<file path="src/logic/uasc_cfg.svh">
// Offsets, field positions, codes and reset values of the accessory switch
`ifndef UASC_CFG_SVH
`define UASC_CFG_SVH
`define UASC_I2C_ADDR 7'h25
`define UASC_DEV_ID 8'hA5
`define UASC_REG_ID 8'h01
`define UASC_REG_INT1_MASK 8'h05
`define UASC_REG_INT1 8'h03
`define UASC_REG_ADC 8'h07
`define UASC_REG_DEVT1 8'h0A
`define UASC_INT_OVP 0
`define UASC_INT_OCP 1
`define UASC_INT_ATTACH 2
`define UASC_DEVT_USB_CHG 5
`define UASC_DEVT_DED_CHG 6
`define UASC_ID_FM_OFF_USB 5'h18
`define UASC_ID_FM_BOOT_USB 5'h19
`define UASC_ID_FM_OFF_UART 5'h1C
`define UASC_ID_FM_BOOT_UART 5'h1D
`define UASC_ID_PHONE_POWERED 5'h14
`define UASC_ID_NONE 5'h1F
`define UASC_MASK_RST 3'h0
`define UASC_SYNC_W 12
`define UASC_SYNC_RST 12'hF80
`endif

</file>
<file path="src/logic/uasc_pkg.sv">
// State type of the accessory switch's serial slave
package uasc_pkg;
   typedef enum logic [2:0] {
      I2C_IDLE = 3'h0,
      I2C_ADDR = 3'h1,
      I2C_ACK_A = 3'h3,
      I2C_WR = 3'h2,
      I2C_ACK_W = 3'h6,
      I2C_RD = 3'h7,
      I2C_ACK_R = 3'h5
   } uasc_i2c_st_t;
endpackage : uasc_pkg

</file>
<file path="src/logic/uasc_regs_if.sv">
// Register access carrier between the serial slave and the core
`timescale 1ns/1ps
interface uasc_regs_if;
   logic [7:0] ptr;
   logic rd_stb;
   logic wr_stb;
   logic [7:0] wdata;
   logic [7:0] rdata;
   modport slave (output ptr, output rd_stb, output wr_stb, output wdata,
      input rdata);
   modport core (input ptr, input rd_stb, input wr_stb, input wdata,
      output rdata);
endinterface : uasc_regs_if

</file>
<file path="src/logic/uasc_i2c_slave.sv">
// Serial two-wire register slave of the accessory switch
`timescale 1ns/1ps
`include "uasc_cfg.svh"
module uasc_i2c_slave (
   // Clock and reset
   input wire logic mclk,
   input wire logic sys_rst,
   // Serial pins
   input wire logic scl_in,
   input wire logic sda_in,
   output logic sda_o,
   output logic sda_oe,
   // Register side
   uasc_regs_if.slave regs
);
   logic [1:0] scl_m_q, sda_m_q;
   logic scl_q, sda_q, scl_p_q, sda_p_q;
   uasc_pkg::uasc_i2c_st_t st_q;
   logic [3:0] cnt_q;
   logic [7:0] sh_q, ptr_q, wdata_q;
   logic rw_q, first_q, nack_q, rd_stb_q, wr_stb_q;
   logic start, stop, rise, fall;

   // Pins pass two flops before any edge logic
   always_ff @(posedge mclk) begin
      if (sys_rst) begin
         scl_m_q <= 2'h3;
         sda_m_q <= 2'h3;
         scl_p_q <= 1'b1;
         sda_p_q <= 1'b1;
      end else begin
         scl_m_q <= {scl_m_q[0], scl_in};
         sda_m_q <= {sda_m_q[0], sda_in};
         scl_p_q <= scl_q;
         sda_p_q <= sda_q;
      end
   end
   assign scl_q = scl_m_q[1];
   assign sda_q = sda_m_q[1];
   assign start = scl_q && scl_p_q && sda_p_q && !sda_q;
   assign stop = scl_q && scl_p_q && !sda_p_q && sda_q;
   assign rise = scl_q && !scl_p_q;
   assign fall = !scl_q && scl_p_q;

   // Standard-mode slave with pointer write, auto-increment read
   always_ff @(posedge mclk) begin
      if (sys_rst) begin
         st_q <= uasc_pkg::I2C_IDLE;
         cnt_q <= 4'h0;
         sh_q <= 8'h00;
         ptr_q <= 8'h00;
         wdata_q <= 8'h00;
         rw_q <= 1'b0;
         first_q <= 1'b0;
         nack_q <= 1'b0;
         rd_stb_q <= 1'b0;
         wr_stb_q <= 1'b0;
         sda_oe <= 1'b0;
      end else begin
         rd_stb_q <= 1'b0;
         wr_stb_q <= 1'b0;
         if (start) begin
            st_q <= uasc_pkg::I2C_ADDR;
            cnt_q <= 4'h0;
            sda_oe <= 1'b0;
         end else if (stop) begin
            st_q <= uasc_pkg::I2C_IDLE;
            sda_oe <= 1'b0;
         end else if (rise) begin
            if (st_q == uasc_pkg::I2C_ADDR || st_q == uasc_pkg::I2C_WR) begin
               sh_q <= {sh_q[6:0], sda_q};
               cnt_q <= cnt_q + 4'h1;
            end
            if (st_q == uasc_pkg::I2C_ACK_R) nack_q <= sda_q;
         end else if (fall) begin
            case (st_q)
               uasc_pkg::I2C_ADDR: begin
                  if (cnt_q == 4'h8) begin
                     if (sh_q[7:1] == `UASC_I2C_ADDR) begin
                        st_q <= uasc_pkg::I2C_ACK_A;
                        rw_q <= sh_q[0];
                        sda_oe <= 1'b1;
                     end else begin
                        st_q <= uasc_pkg::I2C_IDLE;
                     end
                  end
               end
               uasc_pkg::I2C_ACK_A, uasc_pkg::I2C_ACK_R: begin
                  if (st_q == uasc_pkg::I2C_ACK_R && nack_q) begin
                     st_q <= uasc_pkg::I2C_IDLE;
                     sda_oe <= 1'b0;
                  end else if (rw_q) begin
                     sh_q <= regs.rdata;
                     sda_oe <= !regs.rdata[7];
                     rd_stb_q <= 1'b1;
                     cnt_q <= 4'h1;
                     st_q <= uasc_pkg::I2C_RD;
                  end else begin
                     sda_oe <= 1'b0;
                     cnt_q <= 4'h0;
                     first_q <= 1'b1;
                     st_q <= uasc_pkg::I2C_WR;
                  end
               end
               uasc_pkg::I2C_WR: begin
                  if (cnt_q == 4'h8) begin
                     sda_oe <= 1'b1;
                     st_q <= uasc_pkg::I2C_ACK_W;
                     if (first_q) begin
                        ptr_q <= sh_q;
                     end else begin
                        wdata_q <= sh_q;
                        wr_stb_q <= 1'b1;
                     end
                  end
               end
               uasc_pkg::I2C_ACK_W: begin
                  sda_oe <= 1'b0;
                  cnt_q <= 4'h0;
                  if (!first_q) ptr_q <= ptr_q + 8'h01;
                  first_q <= 1'b0;
                  st_q <= uasc_pkg::I2C_WR;
               end
               uasc_pkg::I2C_RD: begin
                  if (cnt_q == 4'h8) begin
                     sda_oe <= 1'b0;
                     st_q <= uasc_pkg::I2C_ACK_R;
                     // Step ahead now so the next load and its strobe agree
                     ptr_q <= ptr_q + 8'h01;
                  end else begin
                     sda_oe <= !sh_q[6];
                     sh_q <= {sh_q[6:0], 1'b0};
                     cnt_q <= cnt_q + 4'h1;
                  end
               end
               default: st_q <= uasc_pkg::I2C_IDLE;
            endcase
         end
      end
   end

   // Open drain: only ever drives low
   always_ff @(posedge mclk) begin
      if (sys_rst) sda_o <= 1'b0;
      else sda_o <= 1'b0;
   end

   assign regs.ptr = ptr_q;
   assign regs.rd_stb = rd_stb_q;
   assign regs.wr_stb = wr_stb_q;
   assign regs.wdata = wdata_q;
endmodule : uasc_i2c_slave

</file>
<file path="src/logic/uasc_top.sv">
// Control core of the connector accessory switch
`timescale 1ns/1ps
`include "uasc_cfg.svh"
module uasc_top (
   // Clock and reset
   input wire logic mclk,
   input wire logic sys_rst,
   // Analogue detector levels
   input wire logic [4:0] accessory_id_pin,
   input wire logic bus_supply_input,
   input wire logic battery_valid,
   input wire logic bus_over_high,
   input wire logic bus_below_low,
   input wire logic overcurrent_sense,
   input wire logic data_lines_shorted,
   input wire logic charging_port_seen,
   // Factory mode pins
   output logic power_up_o,
   output logic power_up_oe,
   output logic boot_select,
   // Charger detect pin
   output logic charger_detect_out,
   output logic charger_detect_oe,
   // Supply and protection controls
   output logic supply_sel_bus,
   output logic supply_sel_battery,
   output logic bus_pass_en,
   output logic charge_fet_en,
   output logic current_clamp_en,
   // Baseband interface
   output logic int_n,
   input wire logic scl_in,
   input wire logic sda_in,
   output logic sda_o,
   output logic sda_oe
);
   logic [`UASC_SYNC_W-1:0] sync_m_q, sync_q;
   logic [4:0] id_s, id_prev_q;
   logic bus_v, bat_v, over_hi, below_lo, oc_s, short_s, port_s;
   logic is_factory, boot_hi, phone_powered_device_mode;
   logic ovp_shut_q, oc_prev_q, ded_q, usb_q;
   logic [2:0] int1_q, mask_q, int_set;
   logic int_clr;
   uasc_regs_if regs ();

   // Analogue levels are asynchronous; two flops before use
   always_ff @(posedge mclk) begin
      if (sys_rst) begin
         // Id field starts at the no-cable code: no false attach
         sync_m_q <= `UASC_SYNC_RST;
         sync_q <= `UASC_SYNC_RST;
      end else begin
         sync_m_q <= {accessory_id_pin, bus_supply_input, battery_valid,
            bus_over_high, bus_below_low, overcurrent_sense,
            data_lines_shorted, charging_port_seen};
         sync_q <= sync_m_q;
      end
   end
   assign {id_s, bus_v, bat_v, over_hi, below_lo, oc_s, short_s,
      port_s} = sync_q;

   assign is_factory = id_s == `UASC_ID_FM_OFF_USB
      || id_s == `UASC_ID_FM_BOOT_USB || id_s == `UASC_ID_FM_OFF_UART
      || id_s == `UASC_ID_FM_BOOT_UART;
   assign boot_hi = id_s == `UASC_ID_FM_BOOT_USB
      || id_s == `UASC_ID_FM_BOOT_UART;
   assign phone_powered_device_mode = id_s == `UASC_ID_PHONE_POWERED;

   // Factory jig outputs
   always_ff @(posedge mclk) begin
      if (sys_rst) begin
         power_up_o <= 1'b0;
         power_up_oe <= 1'b0;
         boot_select <= 1'b0;
      end else begin
         power_up_o <= 1'b0;
         power_up_oe <= is_factory;
         boot_select <= is_factory && boot_hi;
      end
   end

   // Charger type only reported with valid bus present
   always_ff @(posedge mclk) begin
      if (sys_rst) begin
         ded_q <= 1'b0;
         usb_q <= 1'b0;
         charger_detect_out <= 1'b0;
         charger_detect_oe <= 1'b0;
      end else begin
         ded_q <= bus_v && short_s;
         usb_q <= bus_v && !short_s && port_s;
         charger_detect_out <= 1'b0;
         charger_detect_oe <= ded_q || usb_q;
      end
   end

   // Supply select; bus always wins so a battery start hands over
   always_ff @(posedge mclk) begin
      if (sys_rst) begin
         supply_sel_bus <= 1'b0;
         supply_sel_battery <= 1'b0;
      end else begin
         supply_sel_bus <= bus_v;
         supply_sel_battery <= !bus_v && bat_v;
      end
   end

   // Hysteresis between the two thresholds avoids chatter
   always_ff @(posedge mclk) begin
      if (sys_rst) begin
         ovp_shut_q <= 1'b0;
         bus_pass_en <= 1'b0;
      end else begin
         if (over_hi) ovp_shut_q <= 1'b1;
         else if (below_lo) ovp_shut_q <= 1'b0;
         bus_pass_en <= !over_hi && (below_lo || !ovp_shut_q);
      end
   end

   // Charging switch and current clamp
   always_ff @(posedge mclk) begin
      if (sys_rst) begin
         charge_fet_en <= 1'b0;
         current_clamp_en <= 1'b0;
         oc_prev_q <= 1'b0;
      end else begin
         charge_fet_en <= bus_v && !over_hi && !ovp_shut_q;
         current_clamp_en <= oc_s && !phone_powered_device_mode;
         oc_prev_q <= oc_s && !phone_powered_device_mode;
      end
   end

   // Interrupt events; a set in the clearing cycle survives
   assign int_set[`UASC_INT_OVP] = over_hi && !ovp_shut_q;
   assign int_set[`UASC_INT_OCP] = oc_s && !phone_powered_device_mode
      && !oc_prev_q;
   assign int_set[`UASC_INT_ATTACH] = id_s != id_prev_q;
   assign int_clr = regs.rd_stb && regs.ptr == `UASC_REG_INT1;

   always_ff @(posedge mclk) begin
      if (sys_rst) begin
         int1_q <= 3'h0;
         id_prev_q <= `UASC_ID_NONE;
         int_n <= 1'b1;
      end else begin
         id_prev_q <= id_s;
         int1_q <= (int_clr ? 3'h0 : int1_q) | int_set;
         int_n <= !(|(int1_q & ~mask_q));
      end
   end

   // Baseband writes only reach the mask register
   always_ff @(posedge mclk) begin
      if (sys_rst) mask_q <= `UASC_MASK_RST;
      else if (regs.wr_stb && regs.ptr == `UASC_REG_INT1_MASK)
         mask_q <= regs.wdata[2:0];
   end

   always_comb begin
      case (regs.ptr)
         `UASC_REG_ID: regs.rdata = `UASC_DEV_ID; // Arbitrary value
         `UASC_REG_INT1: regs.rdata = {5'h00, int1_q};
         `UASC_REG_INT1_MASK: regs.rdata = {5'h00, mask_q};
         `UASC_REG_ADC: regs.rdata = {3'h0, id_s};
         `UASC_REG_DEVT1: regs.rdata = {1'b0, ded_q, usb_q, 5'h00};
         default: regs.rdata = 8'h00;
      endcase
   end

   uasc_i2c_slave u_i2c (
      .mclk(mclk),
      .sys_rst(sys_rst),
      .scl_in(scl_in),
      .sda_in(sda_in),
      .sda_o(sda_o),
      .sda_oe(sda_oe),
      .regs(regs)
   );
endmodule : uasc_top

</file>
<file path="config.mk">
export PLATFORM = sky130hd
export DESIGN_NAME = uasc_top
export DESIGN_NICKNAME = d
export VERILOG_FILES = /design/src/logic/uasc_pkg.sv /design/src/logic/uasc_regs_if.sv /design/src/logic/uasc_i2c_slave.sv /design/src/logic/uasc_top.sv
export VERILOG_INCLUDE_DIRS = /design/src /design/src/logic
export SDC_FILE = /design/constraint.sdc
export NUM_CORES = 1
export LEC_CHECK = 0
export BUFFER_PORTS_ARGS = -buffer_cell sky130_fd_sc_hd__buf_2
export CAP_MARGIN = 20
export CORE_ASPECT_RATIO = 1.25
export CORE_MARGIN = 5
export CORE_UTILIZATION = 50
export DETAILED_ROUTE_END_ITERATION = 10
export PLACE_DENSITY = 0.68
export SLEW_MARGIN = 20
export SYNTH_ARGS = -nofsm -noshare
export SYNTH_HDL_FRONTEND = slang
export SYNTH_HIERARCHICAL = 1
export SYNTH_SLANG_ARGS = --single-unit
export TNS_END_PERCENT = 5
</file>
<file path="constraint.sdc">
create_clock -name mclk -period 2.2 [get_ports mclk]
set_input_delay 0.55 -clock mclk [delete_from_list [all_inputs] [get_ports mclk]]
set_output_delay 0.55 -clock mclk [all_outputs]
set_load 0.02 [all_outputs]
</file>
==> impl_summary.md <==
Timing
The maximum clock rate is 0.4876 GHz. Adding up every negative setup slack in the final design gives 0 ns. Setup violations remaining at the end of the flow were counted as 0. Of the available clock period, the critical path in the final layout requires 93.23%.

The count of final max-slew check failures is 0. Counting I/O delays and the setup requirement, the final critical path takes 2.051 ns. Between clock sinks in the finished design, the worst skew comes to just over 0.008 ns. The pin slew with the least headroom to its limit is 0.8002 ns. On the final layout, the worst hold slack is 0.3807 ns. Measured against its own limit, the worst slew margin works out to 46.58%. Setup repair after global routing left no endpoint under its margin. The hold violation total from the final report came to 0.

CTS
In this run the clock root is driven by a clkbuf_8. The clock passes through at most 2 buffers. The tree built by TritonCTS fans out to 85 sinks. Clock tree synthesis inserted a total of 9 buffers.

The count of cells resized by post-cts repair is 0. The post-CTS setup buffer count is 0. In this run the number of H-tree levels came out at 3. The clock-pin slew on the worst setup and hold paths is 0.09 ns.

TritonCTS built the clock tree. The count of hold buffers inserted by post-cts repair is 0. The clock latency on the worst-skew pair is 0.35 ns.

Yosys
Summing every instance area after synthesis gives 3820 µm². The synthesized area per cell is ~8.9 µm². During synthesis, Yosys emitted a total of 6 warnings. The instance count of the mapped netlist is 428.

Routing
The topmost layer with routed signal wires is met4. The remaining number of nets flagged by the antenna check after routing is 0. For this block, wires on met1 add up to around 3.6 mm. For this block, the initial DRC count from the detailed router was 253. The via count is 3057.

The routed length on met3 is 409 µm. The via density per instance is 5.578. The first detailed-routing pass took 5 iterations. Summed over all nets, wire length on met2 after detailed routing comes to between 3 and 4 mm. The routed design has 8.011 mm of wire. The detail-routed net length per standard cell is between 10 and 15 µm.

After detailed routing, the number of remaining DRC violations is 0.

Placed design
In this run the tool buffered the top-level ports with 25 buffer cells. The half-perimeter wire length after detailed placement is 5.752 mm. The placer's final routability congestion estimate is around 0.91.

Floorplanning
The top-level I/O count is 29. The initial standard-cell utilization of the core is between 50% and 60%. The vertical extent of the die is 107.7 µm. The core outline area is 7401 µm².

From left edge to right edge, the die measures 88.18 µm. The site row count is 35. The area of the die is 9499 µm².

GRT
The total overflow left after global routing is 0. The number of antenna violations at the first check in global routing is 0. The global routing usage summed across all routing layers is 18.21%. Entering global routing, the biggest net connects 53 pins. The via count of the first global-routing pass was 2911. The first global-routing pass estimated 13.79 mm of wire.

Critical path
Among cell families on the critical path, the largest total delay comes from compound AO/OA/AOI/OAI gates. The highest cell delay on the worst timing path is approximately 0.42 ns. The setup check on the worst reg-to-reg path leaves a slack of 0.15 ns. STA puts the critical path data required time at 2.45 ns.

The critical path goes through inv_1 > ha_1 > and3b_1 > and4_1 > o2111a_1 > o21ai_0 > a31o_2. The worst setup path is launched from a flip-flop. The capture point of the critical path is u_i2c/regs.ptr[2]. The worst reg-to-reg path cell count is 7. The most critical setup path has its startpoint at u_i2c/cnt_q[0]. The combined buffer and inverter count along the critical path is 1. The largest individual stage delay along the critical path comes from the cell o2111a_1. The number of gates on the worst path with buffers counted is 7.

The worst register-to-register path begins at u_i2c/cnt_q[0]. The type of element capturing the critical path is a flip-flop. The endpoint arrival time on the critical path is approximately 2.3 ns. In this run the critical register-to-register path is captured at u_i2c/regs.ptr[2]. The highest net fanout along the worst path is 10. The path type of the worst setup path is reg2reg.

Layout
The final core utilization is 56.62%. The area taken by multi-input logic gates is 1923 µm². The number of nets in the final layout is 470. Compared with the post-synthesis result, the final layout area differs by 9.695%. The total of fill cells in the finished design is between 600 and 700. Summing all flip-flop and latch instances after layout gives 1702 µm². The repair_antennas step left the layout with diodes totalling 0. The share of cells above drive strength 1 is roughly a fifth.

Run status
The flow ran to the end, and the final reports show no timing, DRC or antenna violations.

Power and ir drop
In this run the power density over the cells is 659.2 nW/µm². The analysis attributes to cell leakage a power of between 0.0015 and 0.002 µW. The largest vdd supply drop is 0.4230 mV.

Job
The tool flagged a number of max-cap violations equal to 0.

Hold path
The worst hold path belongs to the class in2reg.
worst min-delay path by stage:
stage	startpoint	end	slack, ns	cells after the start
5_1_grt	accessory_id_pin[4]	sync_m_q[11]	0.37	2
2_1_floorplan	sync_m_q[10]	sync_q[10]	0.39	1
3_3_place_gp	sync_m_q[9]	sync_q[9]	0.39	1
6_report	accessory_id_pin[4]	sync_m_q[11]	0.38	2
3_5_place_dp	u_i2c/sda_m_q[0]	u_i2c/sda_m_q[1]	0.39	1
4_1_cts	accessory_id_pin[4]	sync_m_q[11]	0.36	2
placed cells by master, fill, tap and decap left out, types with 4 or more instances in the layout:
cell	count
and3b_1	4
nand4_1	5
nand2b_1	9
xor2_1	5
buf_2	25
a311oi_1	10
inv_1	10
nand4b_1	4
clkbuf_8	10
a21oi_1	21
nand2_1	38
mux2i_1	8
nor3b_1	6
o31ai_1	5
or2_2	23
a211oi_1	8
nor3_1	14
nor2b_1	23
dfxtp_1	85
nor2_1	42
buf_4	12
o21ai_0	11
nand3_1	10
where the power goes:
group | total [µW] | internal, µW | switching (µW)
registers | 1610 | 1580 | 27.6
clock network | 991 | 444 | 547
logic | 164 | 73.3 | 90.9
per-stage QoR:
| stage | cell area [µm²] | power (µW) | setup slack, ns | cells |
|---|---|---|---|---|
| 2_1_floorplan | 3824 | 1760 | 0.4833 | 429 |
| 3_3_place_gp | 4013 | 1804 | 0.2481 | 532 |
| 4_1_cts | 4190 | 2789 | 0.1840 | 548 |
| 5_1_grt | 4190 | 2880 | 0.005990 | 548 |
| 3_5_place_dp | 4013 | 1809 | 0.1949 | 532 |
| 6_report | 4190 | 2762 | 0.1489 | 548 |
metal layers:
metal / vias up / track usage [%]
met4: 0 / 4.752
li1: 1547 / -
met3: 10 / 4.824
met5: - / 0
met1: 1427 / 22.95
met2: 73 / 30.48
layout make-up:
type | instances | share of cell area [%]
repair buffers | 38 | 5.614
inverters | 10 | 0.8958
flip-flops and latches | 85 | 40.61
well taps | 92 | 2.747
multi-input cells | 307 | 45.89
clock inverters | 5 | 0.8659
clock buffers | 11 | 3.374
registers in the layout, indices dropped and copies added, names as in the netlist, 2 cells and up:
register	count
sync_m_q	12
sync_q	12
u_i2c/regs.ptr	8
u_i2c/sh_q	8
id_prev_q	5
u_i2c/cnt_q	4
int1_q	3
mask_q	3
u_i2c/regs.wdata	3
u_i2c/st_q	3
u_i2c/scl_m_q	2
u_i2c/sda_m_q	2
Note: power is estimated with default switching activity, not from simulation.
